$ cat src/design/fss_pkg.sv
// constants, field layouts and carrier types for the scan and seek engine
// assumes a 125 MHz controller clock and an 8-bit register port
package fss_pkg;
	// clock and timing
	localparam int          CLK_MHZ         = 125;
	localparam int          CLK_KHZ         = 125000;
	localparam int          SRT_UNIT_MS     = 1;
	localparam int          SRT_UNIT_CYC    = SRT_UNIT_MS * CLK_KHZ;
	localparam int          FM_LIMIT_US     = 27;
	localparam int          MFM_LIMIT_US    = 13;
	localparam logic [11:0] FM_LIMIT_CYC    = 12'(FM_LIMIT_US * CLK_MHZ);
	localparam logic [11:0] MFM_LIMIT_CYC   = 12'(MFM_LIMIT_US * CLK_MHZ);
	localparam logic [2:0]  STEP_PW_CYC     = 3'h7;
	localparam logic [4:0]  SRT_BASE        = 5'h10;
	localparam logic [6:0]  RECAL_MAX_STEPS = 7'h4D;
	// register addresses
	localparam logic [3:0]  A_CFG  = 4'h0;
	localparam logic [3:0]  A_SRT  = 4'h1;
	localparam logic [3:0]  A_STEP = 4'h2;
	localparam logic [3:0]  A_EOT  = 4'h3;
	localparam logic [3:0]  A_SEC  = 4'h4;
	localparam logic [3:0]  A_NCN  = 4'h5;
	localparam logic [3:0]  A_CMD  = 4'h6;
	localparam logic [3:0]  A_DATA = 4'h7;
	localparam logic [3:0]  A_ST0  = 4'h8;
	localparam logic [3:0]  A_ST1  = 4'h9;
	localparam logic [3:0]  A_ST2  = 4'hA;
	localparam logic [3:0]  A_PCN  = 4'hB;
	localparam logic [3:0]  A_MSR  = 4'hC;
	// field positions
	localparam int          CFG_SKIP  = 2;
	localparam int          CFG_MFM   = 3;
	localparam int          CFG_ND    = 4;
	localparam int          ST1_OR    = 4;
	localparam int          ST2_CM    = 6;
	localparam int          ST2_SH    = 3;
	localparam int          ST2_SN    = 2;
	localparam logic [7:0]  ST0_INVALID = 8'h80;
	localparam logic [7:0]  RESET_BYTE  = 8'h00;
	// command opcodes, upper nibble of a command write
	localparam logic [3:0]  OP_SEEK  = 4'h1;
	localparam logic [3:0]  OP_RECAL = 4'h2;
	localparam logic [3:0]  OP_SCAN  = 4'h3;
	localparam logic [3:0]  OP_SENSE = 4'h4;
	// interrupt codes, status 0 bits 7:6
	localparam logic [1:0]  IC_NORMAL = 2'h0;
	localparam logic [1:0]  IC_ABN    = 2'h1;
	localparam logic [1:0]  IC_RDYCHG = 2'h3;

	typedef enum logic [1:0] {SCAN_EQ, SCAN_LE, SCAN_GE} fss_scan_t;
	typedef enum logic [1:0] {SS_IDLE, SS_FIND, SS_DATA} fss_sst_t;

	typedef struct packed {
		logic [3:0] addr;
		logic [7:0] wdata;
		logic       wr;
		logic       rd;
	} fss_bus_t;

	typedef struct packed {
		logic       bvalid;
		logic [7:0] bdata;
		logic       sstart;
		logic [7:0] snum;
		logic       sdel;
		logic       send;
	} fss_disk_t;

	typedef struct packed {
		logic       valid;
		logic [7:0] data;
	} fss_dma_t;
endpackage

$ cat src/design/fss_core.sv
// scan compare, seek and recalibrate stepping, and interrupt sources
// assumes a read channel on MCLK delivering sector events and bytes,
// drive status pins from outside the clock domain, one MCLK and RSTN
`timescale 1ns/10ps
module fss_core #(
	parameter int MS_CYCLES = fss_pkg::SRT_UNIT_CYC
) (
	// clock and reset
	input  wire  logic              MCLK,
	input  wire  logic              RSTN,
	// register port
	input  wire  fss_pkg::fss_bus_t RBUS,
	output logic [7:0]              RDATA,
	// read channel and dma
	input  wire  fss_pkg::fss_disk_t DISK,
	input  wire  fss_pkg::fss_dma_t  DMA,
	output logic                    DMA_REQ,
	// drive pins
	input  wire  logic [3:0]        READY,
	input  wire  logic [3:0]        TRK0,
	input  wire  logic              INDEX,
	input  wire  logic              TC,
	output logic [3:0]              STEP,
	output logic [3:0]              DIR,
	// host status
	output logic                    INT,
	output logic                    BUSY
);
	import fss_pkg::*;

	localparam int MSW = $clog2(MS_CYCLES + 1);

	typedef struct packed {
		logic [9:0]      s1, s2, s3, flt;
		logic [MSW-1:0]  ms_cnt;
		fss_scan_t       mode;
		logic            skip, mfm, nd;
		logic [3:0]      step_rate_time;
		logic [7:0]      stepv, last_sector_number, sec, new_cylinder, rdata;
		logic [3:0]      dact, drecal, ddir, dstep, pend;
		logic [3:0][7:0] present_cylinder, tgt;
		logic [3:0][4:0] wait_ms, pcode;
		logic [3:0][2:0] pw;
		logic [3:0][6:0] nsteps;
		fss_sst_t        sst;
		logic            last, hok, req, dreq, tcseen, idx1, eq, le, ge;
		logic [7:0]      hbyte;
		logic [11:0]     dl;
		logic [1:0]      drv;
		logic [7:0]      st0, st1, st2, pcnres;
		logic            res, res_int, busy, cmdb, intr;
	} fss_state_t;

	fss_state_t q, n;
	logic       ms_tick;
	logic [9:0] edge_v;
	logic [11:0] lim;

	// scan termination: status 0, result phase, request dropped
	function automatic fss_state_t fin(input fss_state_t s, input logic [1:0] ic);
		fss_state_t r;
		r = s;
		r.sst = SS_IDLE;
		r.st0 = {ic, 3'h0, 1'b0, s.drv};
		r.res = 1'b1;
		r.res_int = 1'b1;
		r.req = 1'b0;
		return r;
	endfunction

	// next state
	always_comb begin
		logic [3:0] op;
		logic       wr_cmd, hin, met, found;
		logic [7:0] db;
		n = q;
		op = RBUS.wdata[7:4];
		wr_cmd = RBUS.wr && RBUS.addr == A_CMD;
		hin = 1'b0;
		met = 1'b0;
		found = 1'b0;
		db = DISK.bdata;
		// three-stage sync, a bit changes once stages two and three agree
		n.s1 = {TC, INDEX, TRK0, READY};
		n.s2 = q.s1;
		n.s3 = q.s2;
		n.flt = (q.flt & (q.s2 ^ q.s3)) | (q.s3 & ~(q.s2 ^ q.s3));
		edge_v = n.flt ^ q.flt;
		// millisecond enable, period must exceed the step pulse width
		ms_tick = q.ms_cnt == MSW'(MS_CYCLES - 1);
		n.ms_cnt = ms_tick ? '0 : q.ms_cnt + 1'b1;
		lim = q.mfm ? MFM_LIMIT_CYC : FM_LIMIT_CYC;
		n.cmdb = 1'b0;
		// read side: data in the cycle after the strobe only
		n.rdata = RESET_BYTE;
		if (RBUS.rd) begin
			case (RBUS.addr)
				A_CFG:   n.rdata = {3'h0, q.nd, q.mfm, q.skip, q.mode};
				A_SRT:   n.rdata = {4'h0, q.step_rate_time};
				A_STEP:  n.rdata = q.stepv;
				A_EOT:   n.rdata = q.last_sector_number;
				A_SEC:   n.rdata = q.sec;
				A_NCN:   n.rdata = q.new_cylinder;
				A_DATA:  n.rdata = q.hbyte;
				A_ST0:   n.rdata = q.st0;
				A_ST1:   n.rdata = q.st1;
				A_ST2:   n.rdata = q.st2;
				A_PCN:   n.rdata = q.pcnres;
				A_MSR:   n.rdata = {2'h0, q.res, q.busy, q.dact};
				default: n.rdata = RESET_BYTE;
			endcase
			if (RBUS.addr == A_ST0) begin
				n.res = 1'b0;
				n.res_int = 1'b0;
			end
		end
		// plain setting writes
		if (RBUS.wr) begin
			case (RBUS.addr)
				A_CFG: begin
					n.mode = fss_scan_t'(RBUS.wdata[1:0]);
					n.skip = RBUS.wdata[CFG_SKIP];
					n.mfm  = RBUS.wdata[CFG_MFM];
					n.nd   = RBUS.wdata[CFG_ND];
				end
				A_SRT:   n.step_rate_time = RBUS.wdata[3:0];
				A_STEP:  n.stepv = RBUS.wdata;
				A_EOT:   n.last_sector_number = RBUS.wdata;
				A_SEC:   n.sec = RBUS.wdata;
				A_NCN:   n.new_cylinder = RBUS.wdata;
				A_DATA:  hin = q.nd;
				default: ;
			endcase
		end
		if (!q.nd && DMA.valid)
			hin = 1'b1;
		// commands; any pending drive interrupt (seek end, not ready or ready change) makes anything but sense invalid
		if (wr_cmd) begin
			if (|q.pend && op != OP_SENSE) begin
				n.st0 = ST0_INVALID;
				n.res = 1'b1;
				n.res_int = 1'b0;
			end else if (op == OP_SENSE) begin
				n.st0 = ST0_INVALID;
				for (int i = 3; i >= 0; i--) begin
					if (q.pend[i]) begin
						n.st0 = {q.pcode[i], 1'b0, 2'(i)};
						n.pcnres = q.present_cylinder[i];
						found = 1'b1;
					end
				end
				for (int i = 0; i < 4; i++) begin
					if (found && n.st0[1:0] == 2'(i))
						n.pend[i] = 1'b0;
				end
				n.res = 1'b1;
				n.res_int = 1'b0;
			end else if ((op == OP_SEEK || op == OP_RECAL) && !q.dact[RBUS.wdata[1:0]]) begin
				n.dact[RBUS.wdata[1:0]] = 1'b1;
				n.drecal[RBUS.wdata[1:0]] = op == OP_RECAL;
				n.tgt[RBUS.wdata[1:0]] = q.new_cylinder;
				n.wait_ms[RBUS.wdata[1:0]] = 5'h00;
				n.nsteps[RBUS.wdata[1:0]] = 7'h00;
				if (op == OP_RECAL)
					n.present_cylinder[RBUS.wdata[1:0]] = 8'h00;
				n.cmdb = 1'b1;
			end else if (op == OP_SCAN && q.sst == SS_IDLE) begin
				n.sst = SS_FIND;
				n.drv = RBUS.wdata[1:0];
				n.st1 = RESET_BYTE;
				n.st2 = RESET_BYTE;
				n.tcseen = 1'b0;
				n.idx1 = 1'b0;
				n.hok = 1'b0;
				n.req = 1'b0;
			end
		end
		// per-drive stepping engines, running side by side
		for (int i = 0; i < 4; i++) begin
			if (q.pw[i] != 3'h0)
				n.pw[i] = q.pw[i] - 3'h1;
			if (q.dact[i] && !q.flt[i]) begin
				n.dact[i] = 1'b0;
				n.pend[i] = 1'b1;
				n.pcode[i] = {IC_ABN, 3'b001};
			end else if (q.dact[i] && q.pw[i] == 3'h0) begin
				// decide only on a divider tick so every interval is whole ms
				if (q.wait_ms[i] != 5'h00 || !ms_tick) begin
					if (ms_tick)
						n.wait_ms[i] = q.wait_ms[i] - 5'h01;
				end else if (q.drecal[i] && q.flt[4+i]) begin
					n.dact[i] = 1'b0;
					n.pend[i] = 1'b1;
					n.pcode[i] = {IC_NORMAL, 3'b100};
				end else if (q.drecal[i] && q.nsteps[i] == RECAL_MAX_STEPS) begin
					n.dact[i] = 1'b0;
					n.pend[i] = 1'b1;
					n.pcode[i] = {IC_ABN, 3'b110};
				end else if (!q.drecal[i] && q.present_cylinder[i] == q.tgt[i]) begin
					n.dact[i] = 1'b0;
					n.pend[i] = 1'b1;
					n.pcode[i] = {IC_NORMAL, 3'b100};
				end else begin
					n.pw[i] = STEP_PW_CYC;
					n.wait_ms[i] = SRT_BASE - {1'b0, q.step_rate_time} - 5'h01;
					if (q.drecal[i]) begin
						n.ddir[i] = 1'b1;
						n.nsteps[i] = q.nsteps[i] + 7'h01;
					end else if (q.present_cylinder[i] < q.tgt[i]) begin
						n.ddir[i] = 1'b1;
						n.present_cylinder[i] = q.present_cylinder[i] + 8'h01;
					end else begin
						n.ddir[i] = 1'b0;
						n.present_cylinder[i] = q.present_cylinder[i] - 8'h01;
					end
				end
			end else if (!q.dact[i] && !q.pend[i] && edge_v[i]) begin
				n.pend[i] = 1'b1;
				n.pcode[i] = {IC_RDYCHG, 3'b000};
			end
			n.dstep[i] = n.pw[i] != 3'h0;
		end
		// scan engine
		if (q.sst != SS_IDLE) begin
			if (q.flt[9])
				n.tcseen = 1'b1;
			if (hin && q.req) begin
				n.hbyte = q.nd ? RBUS.wdata : DMA.data;
				n.hok = 1'b1;
				n.req = 1'b0;
			end
			if (q.req)
				n.dl = q.dl + 12'h001;
			if (edge_v[8] && n.flt[8]) begin
				n.idx1 = 1'b1;
				if (q.idx1)
					n = fin(n, IC_ABN);
			end
		end
		if (q.sst == SS_FIND) begin
			if (q.tcseen || q.flt[9])
				n = fin(n, IC_NORMAL);
			else if (DISK.sstart && DISK.snum == q.sec) begin
				if (DISK.sdel)
					n.st2[ST2_CM] = 1'b1;
				if (DISK.sdel && q.skip) begin
					n.st2[ST2_CM] = 1'b1;
					if (q.sec == q.last_sector_number) begin
						n.st2[ST2_SN] = 1'b1;
						n = fin(n, IC_NORMAL);
					end else
						n.sec = q.sec + q.stepv;
				end else begin
					n.sst = SS_DATA;
					n.last = DISK.sdel || q.sec == q.last_sector_number;
					n.eq = 1'b1;
					n.le = 1'b1;
					n.ge = 1'b1;
					n.req = 1'b1;
					n.hok = 1'b0;
					n.dl = 12'h000;
				end
			end
		end else if (q.sst == SS_DATA) begin
			if (DISK.bvalid) begin
				if (!q.hok) begin
					n.st1[ST1_OR] = 1'b1;
					n = fin(n, IC_ABN);
				end else begin
					n.eq = q.eq && db == q.hbyte;
					n.le = q.le && db <= q.hbyte;
					n.ge = q.ge && db >= q.hbyte;
					n.hok = 1'b0;
					n.req = 1'b1;
					n.dl = 12'h000;
					if (q.tcseen || q.flt[9])
						n = fin(n, IC_NORMAL);
				end
			end else if (DISK.send) begin
				case (q.mode)
					SCAN_EQ: met = q.eq;
					SCAN_LE: met = q.le;
					SCAN_GE: met = q.ge;
					default: met = 1'b0;
				endcase
				if (met) begin
					n.st2[ST2_SH] = 1'b1;
					n = fin(n, IC_NORMAL);
				end else if (q.last) begin
					n.st2[ST2_SN] = 1'b1;
					n = fin(n, IC_NORMAL);
				end else begin
					n.sec = q.sec + q.stepv;
					n.sst = SS_FIND;
					n.req = 1'b0;
					n.hok = 1'b0;
				end
			end else if (q.flt[9] && !q.hok)
				n = fin(n, IC_NORMAL);
			if (q.req && q.dl == lim) begin
				n.st1[ST1_OR] = 1'b1;
				n = fin(n, IC_ABN);
			end
		end
		// outputs
		n.busy = n.cmdb || n.sst != SS_IDLE;
		n.dreq = n.req && !n.nd;
		n.intr = (n.res && n.res_int) || |n.pend || (n.req && n.nd);
	end

	// state register
	always_ff @(posedge MCLK or negedge RSTN) begin
		if (!RSTN)
			q <= '0;
		else
			q <= n;
	end

	assign RDATA   = q.rdata;
	assign DMA_REQ = q.dreq;
	assign STEP    = q.dstep;
	assign DIR     = q.ddir;
	assign INT     = q.intr;
	assign BUSY    = q.busy;
endmodule // fss_core

$ cat config.mk
export PLATFORM = sky130hd
export DESIGN_NAME = fss_core
export DESIGN_NICKNAME = d
export VERILOG_FILES = /design/src/design/fss_pkg.sv /design/src/design/fss_core.sv
export SDC_FILE = /design/constraint.sdc
export NUM_CORES = 1
export LEC_CHECK = 0
export BUFFER_PORTS_ARGS = -buffer_cell sky130_fd_sc_hd__buf_2
export CAP_MARGIN = 20
export CORE_ASPECT_RATIO = 0.5
export CORE_MARGIN = 4
export CORE_UTILIZATION = 56
export DETAILED_ROUTE_END_ITERATION = 10
export PLACE_DENSITY = 0.85
export SYNTH_ARGS = -nofsm -noshare
export SYNTH_HDL_FRONTEND = slang
export SYNTH_SLANG_ARGS = --single-unit
$ cat constraint.sdc
create_clock -name MCLK -period 4.3 [get_ports MCLK]
set_clock_uncertainty 0.05 [all_clocks]
set_input_delay 0.215 -clock MCLK [delete_from_list [all_inputs] [get_ports MCLK]]
set_output_delay 0.215 -clock MCLK [all_outputs]
set_load 0.01 [all_outputs]
==> reports/results.tsv <==
metric	value	unit
swShare	26.13	%
p_per_area	353.8	nW/um^2
grt_busiest_layer	met2	
syn_nets	2034	
cts_made_buffers	29	
path_cells	ha_1 -> nor2b_1 -> o211ai_1 -> a21o_1 -> a21oi_1 -> ha_1 -> a21o_1 -> a211oi_1 -> nor2_1 -> o41ai_1 -> xor2_1 -> or3_1 -> nand3_1	
hold_violations	0	
nFillCells	2370	
rsz0062_at_grt	false	
leakagePower	9.172	nW
cts_root_buf	clkbuf_16	
seqPwrFrac	49.2	%
worst_slew_pin_slew	1.061	ns
vias_per_cell	6.178	
synth_warnings	0	
critPathMaxFanout	10	
post_drt_wl_per_cell	19.80	um
yosysSeqAreaShare	45.74	%
rows	45	
dr.pass1.iters	6	
tns	0	ns
fp.dieH	134.4	um
required	4.75	ns
start_kind	flop	
slew_violations	0	
p_sw	1.839	mW
maxSlewHeadroom	28.32	%
hpwl	33740	um
place.gp.congestion	0.9920	
critPathArrivalTime	4.20	ns
critPathSlowestCell	a21oi_1	
cts.path.max_buffers	3	
synth_edf_count	0	
finalSetupViolCount	0	
syn_inst	1877	
cts_tree	yes	
initialDrtViolationCount	1609	
async_reset_ff_share	100.0	%
layout_min_cycle_time	3.755	ns
grt_max_degree	108	
layout_setup_ws	0.5451	ns
vias	14797	
postCtsSetupBuffers	0	
clock-sinks	327	
start_util	57.88	%
fmax	0.2663	GHz
pwr-share-clk	41.4	%
endpoint_kind	flop	
synth.distinct_cells	83	
cts_max_level	1	
antenna_found_initial	0	
area_growth	11.15	%
post-route-drc-count	0	
first_global_vias	14324	
clock_latency	0.57	ns
ant_nets	0	
avgSynthCellArea	9.532	um^2
die_w	260.8	um
wl	47410	um
clkSlewWorstSetupHoldPaths	0.07	ns
portBuffers	73	
rrSetupSlack	0.55	ns
grt-ovfl-total	0	
max-cap-violations	0	
dpl_worst_slack	0.6001	ns
peakVddDrop	0.2698	mV
core	30910	um^2
p_int	5.198	mW
grt_use_total	26.68	%
hp-class	in2reg	
period_share	87.32	%
pin_count	74	
grt_use_met2	41.93	%
diodes	0	
grt_use_met1	37.63	%
pwr-share-comb	9.4	%
design.die.area	35050	um^2
final_net_count	2109	
critical-path-max-stage-delay	0.71	ns
ys.flop_type	dfrtp_1	
crit_type	reg2reg	
outcome	finished, final reports clean	
gr-usage-met3	4.735	%
grt_pass1_wl	75470	um
drive_gt1_share	9.787	%
synth_seq_cells	327	
synth_area	17890	um^2
cells in the mapped netlist (7+ instances only):
master	n	share of area [%]
xor2_1	52	2.5
o22ai_1	17	0.59
a221oi_1	11	0.54
nor2_1	153	3.2
ha_1	97	6.8
nor2b_1	24	0.84
and3_1	22	0.77
a211oi_1	9	0.38
nor4_1	13	0.45
dfrtp_1	327	46
mux2i_1	35	2.0
maj3_1	9	0.50
o211ai_1	11	0.46
and2_1	8	0.28
o21ai_1	87	2.4
buf_4	16	0.67
nor3_1	42	1.2
a31oi_1	10	0.35
o41ai_1	7	0.34
nand2b_1	20	0.70
o31ai_1	11	0.46
o21bai_1	10	0.42
nand4_1	25	0.87
or3_1	20	0.70
a21oi_1	92	2.6
nand2_1	217	4.6
inv_1	99	2.1
a21o_1	19	0.80
mux2_1	13	0.82
mux2_2	38	2.4
o21ai_0	69	1.9
nand3_1	81	2.3
xnor2_1	40	2.0
clkbuf_1	45	0.94
buf_2	7	0.20
layout make-up:
cell class                      count  area, um^2  area share, %
Clock buffer                       34       764.5          3.844
Timing Repair Buffer              115       773.2          3.888
Tap cell                          423       529.3          2.661
Multi-Input combinational cell   1379        8990          45.21
Inverter                          100       375.4          1.888
Clock inverter                     17       271.5          1.365
Sequential cell                   327        8183          41.15
worst paths after layout:
check / start / to / cells after the start
max: q[207] / q[213] / 13
min: RBUS[5] / q[253] / 3
max reg2reg: q[207] / q[213] / 13
min reg2reg: q[330] / q[320] / 0
max in group asynchronous: RSTN / q[146] / 3
min in group asynchronous: RSTN / q[48] / 2
layer usage:
layer	wire, um	share of wire [%]
met1	20370	43
met2	21010	44
met3	4106	8.7
met4	1931	4.1
met5	0	0
stage by stage:
stage / instances / total power, mW / hold slack (ns) / cell area, um^2 / util [%]
floorplan: 1877 / 3.819 / -0.1306 / 17890 / -
global placement: 2321 / 4.107 / 0.2235 / 18620 / 60.24
detailed placement: 2321 / 4.138 / 0.2278 / 18620 / 60.24
CTS: 2395 / 7.028 / 0.02818 / 19890 / 64.34
global route: 2395 / 7.253 / 0.04372 / 19890 / 64.34
finish: 2395 / 7.036 / 0.04245 / 19890 / 64.34
critical path: cells and delay by family, from the launching register on:
family | cells | cell delay, ns
AO/OA/AOI/OAI | 6 | 1.70
XOR/XNOR | 1 | 0.13
adder cells (fa/ha/maj) | 2 | 0.70
flip-flops | 1 | 0.45
AND/OR/NAND/NOR | 4 | 0.65
repair_timing:
item | in CTS | in global routing
endpoints found under the hold margin | 117 | 0
hold buffers | 23 | 0
resized for setup | 0 | 0
cells in the final DEF (no fill, tap or decap), types with 8 or more instances in the layout:
| cell type | n |
|---|---|
| xnor2_1 | 40 |
| o21ai_0 | 69 |
| and3_1 | 22 |
| maj3_1 | 9 |
| buf_2 | 72 |
| nand2_1 | 217 |
| a221oi_1 | 11 |
| nor4_1 | 13 |
| mux2i_1 | 35 |
| clkbuf_16 | 29 |
| nor2_1 | 153 |
| xor2_1 | 52 |
| mux2_2 | 38 |
| o21bai_1 | 10 |
| nand2b_1 | 20 |
| nor2b_1 | 24 |
| and2_1 | 8 |
| o21ai_1 | 87 |
| o22ai_1 | 17 |
| nand3_1 | 81 |
| nor3_1 | 42 |
| inv_1 | 99 |
| nand4_1 | 25 |
| dlygate4sd3_1 | 23 |
| or3_1 | 20 |
| a21o_1 | 19 |
| a211oi_1 | 9 |
| dfrtp_1 | 327 |
| o211ai_1 | 11 |
| mux2_1 | 13 |
| a21oi_1 | 92 |
| ha_1 | 97 |
| a31oi_1 | 10 |
| buf_4 | 17 |
| o31ai_1 | 11 |
power groups by stage:
stage | clock network, mW | logic (mW) | registers, mW
after floorplan | 0 | 0.449 | 3.37
after global placement | 0 | 0.606 | 3.50
after detailed placement | 0 | 0.633 | 3.50
after CTS | 2.93 | 0.655 | 3.45
after global routing | 3.06 | 0.731 | 3.46
final | 2.91 | 0.661 | 3.46
cells by family (layout without fill, tap and decap cells):
logic type               after synthesis  after routing  share of synthesized area (%)
buffers and inverters                171            266                          4.014
AO/OA/AOI/OAI                        411            411                          14.20
flip-flops                           327            327                          45.74
XOR/XNOR                              92             92                          4.504
AND/OR/NAND/NOR                      678            678                          18.41
multiplexers                          87             87                          5.294
adder cells (fa/ha/maj)              111            111                          7.847
(Power assumes the default switching activity.)
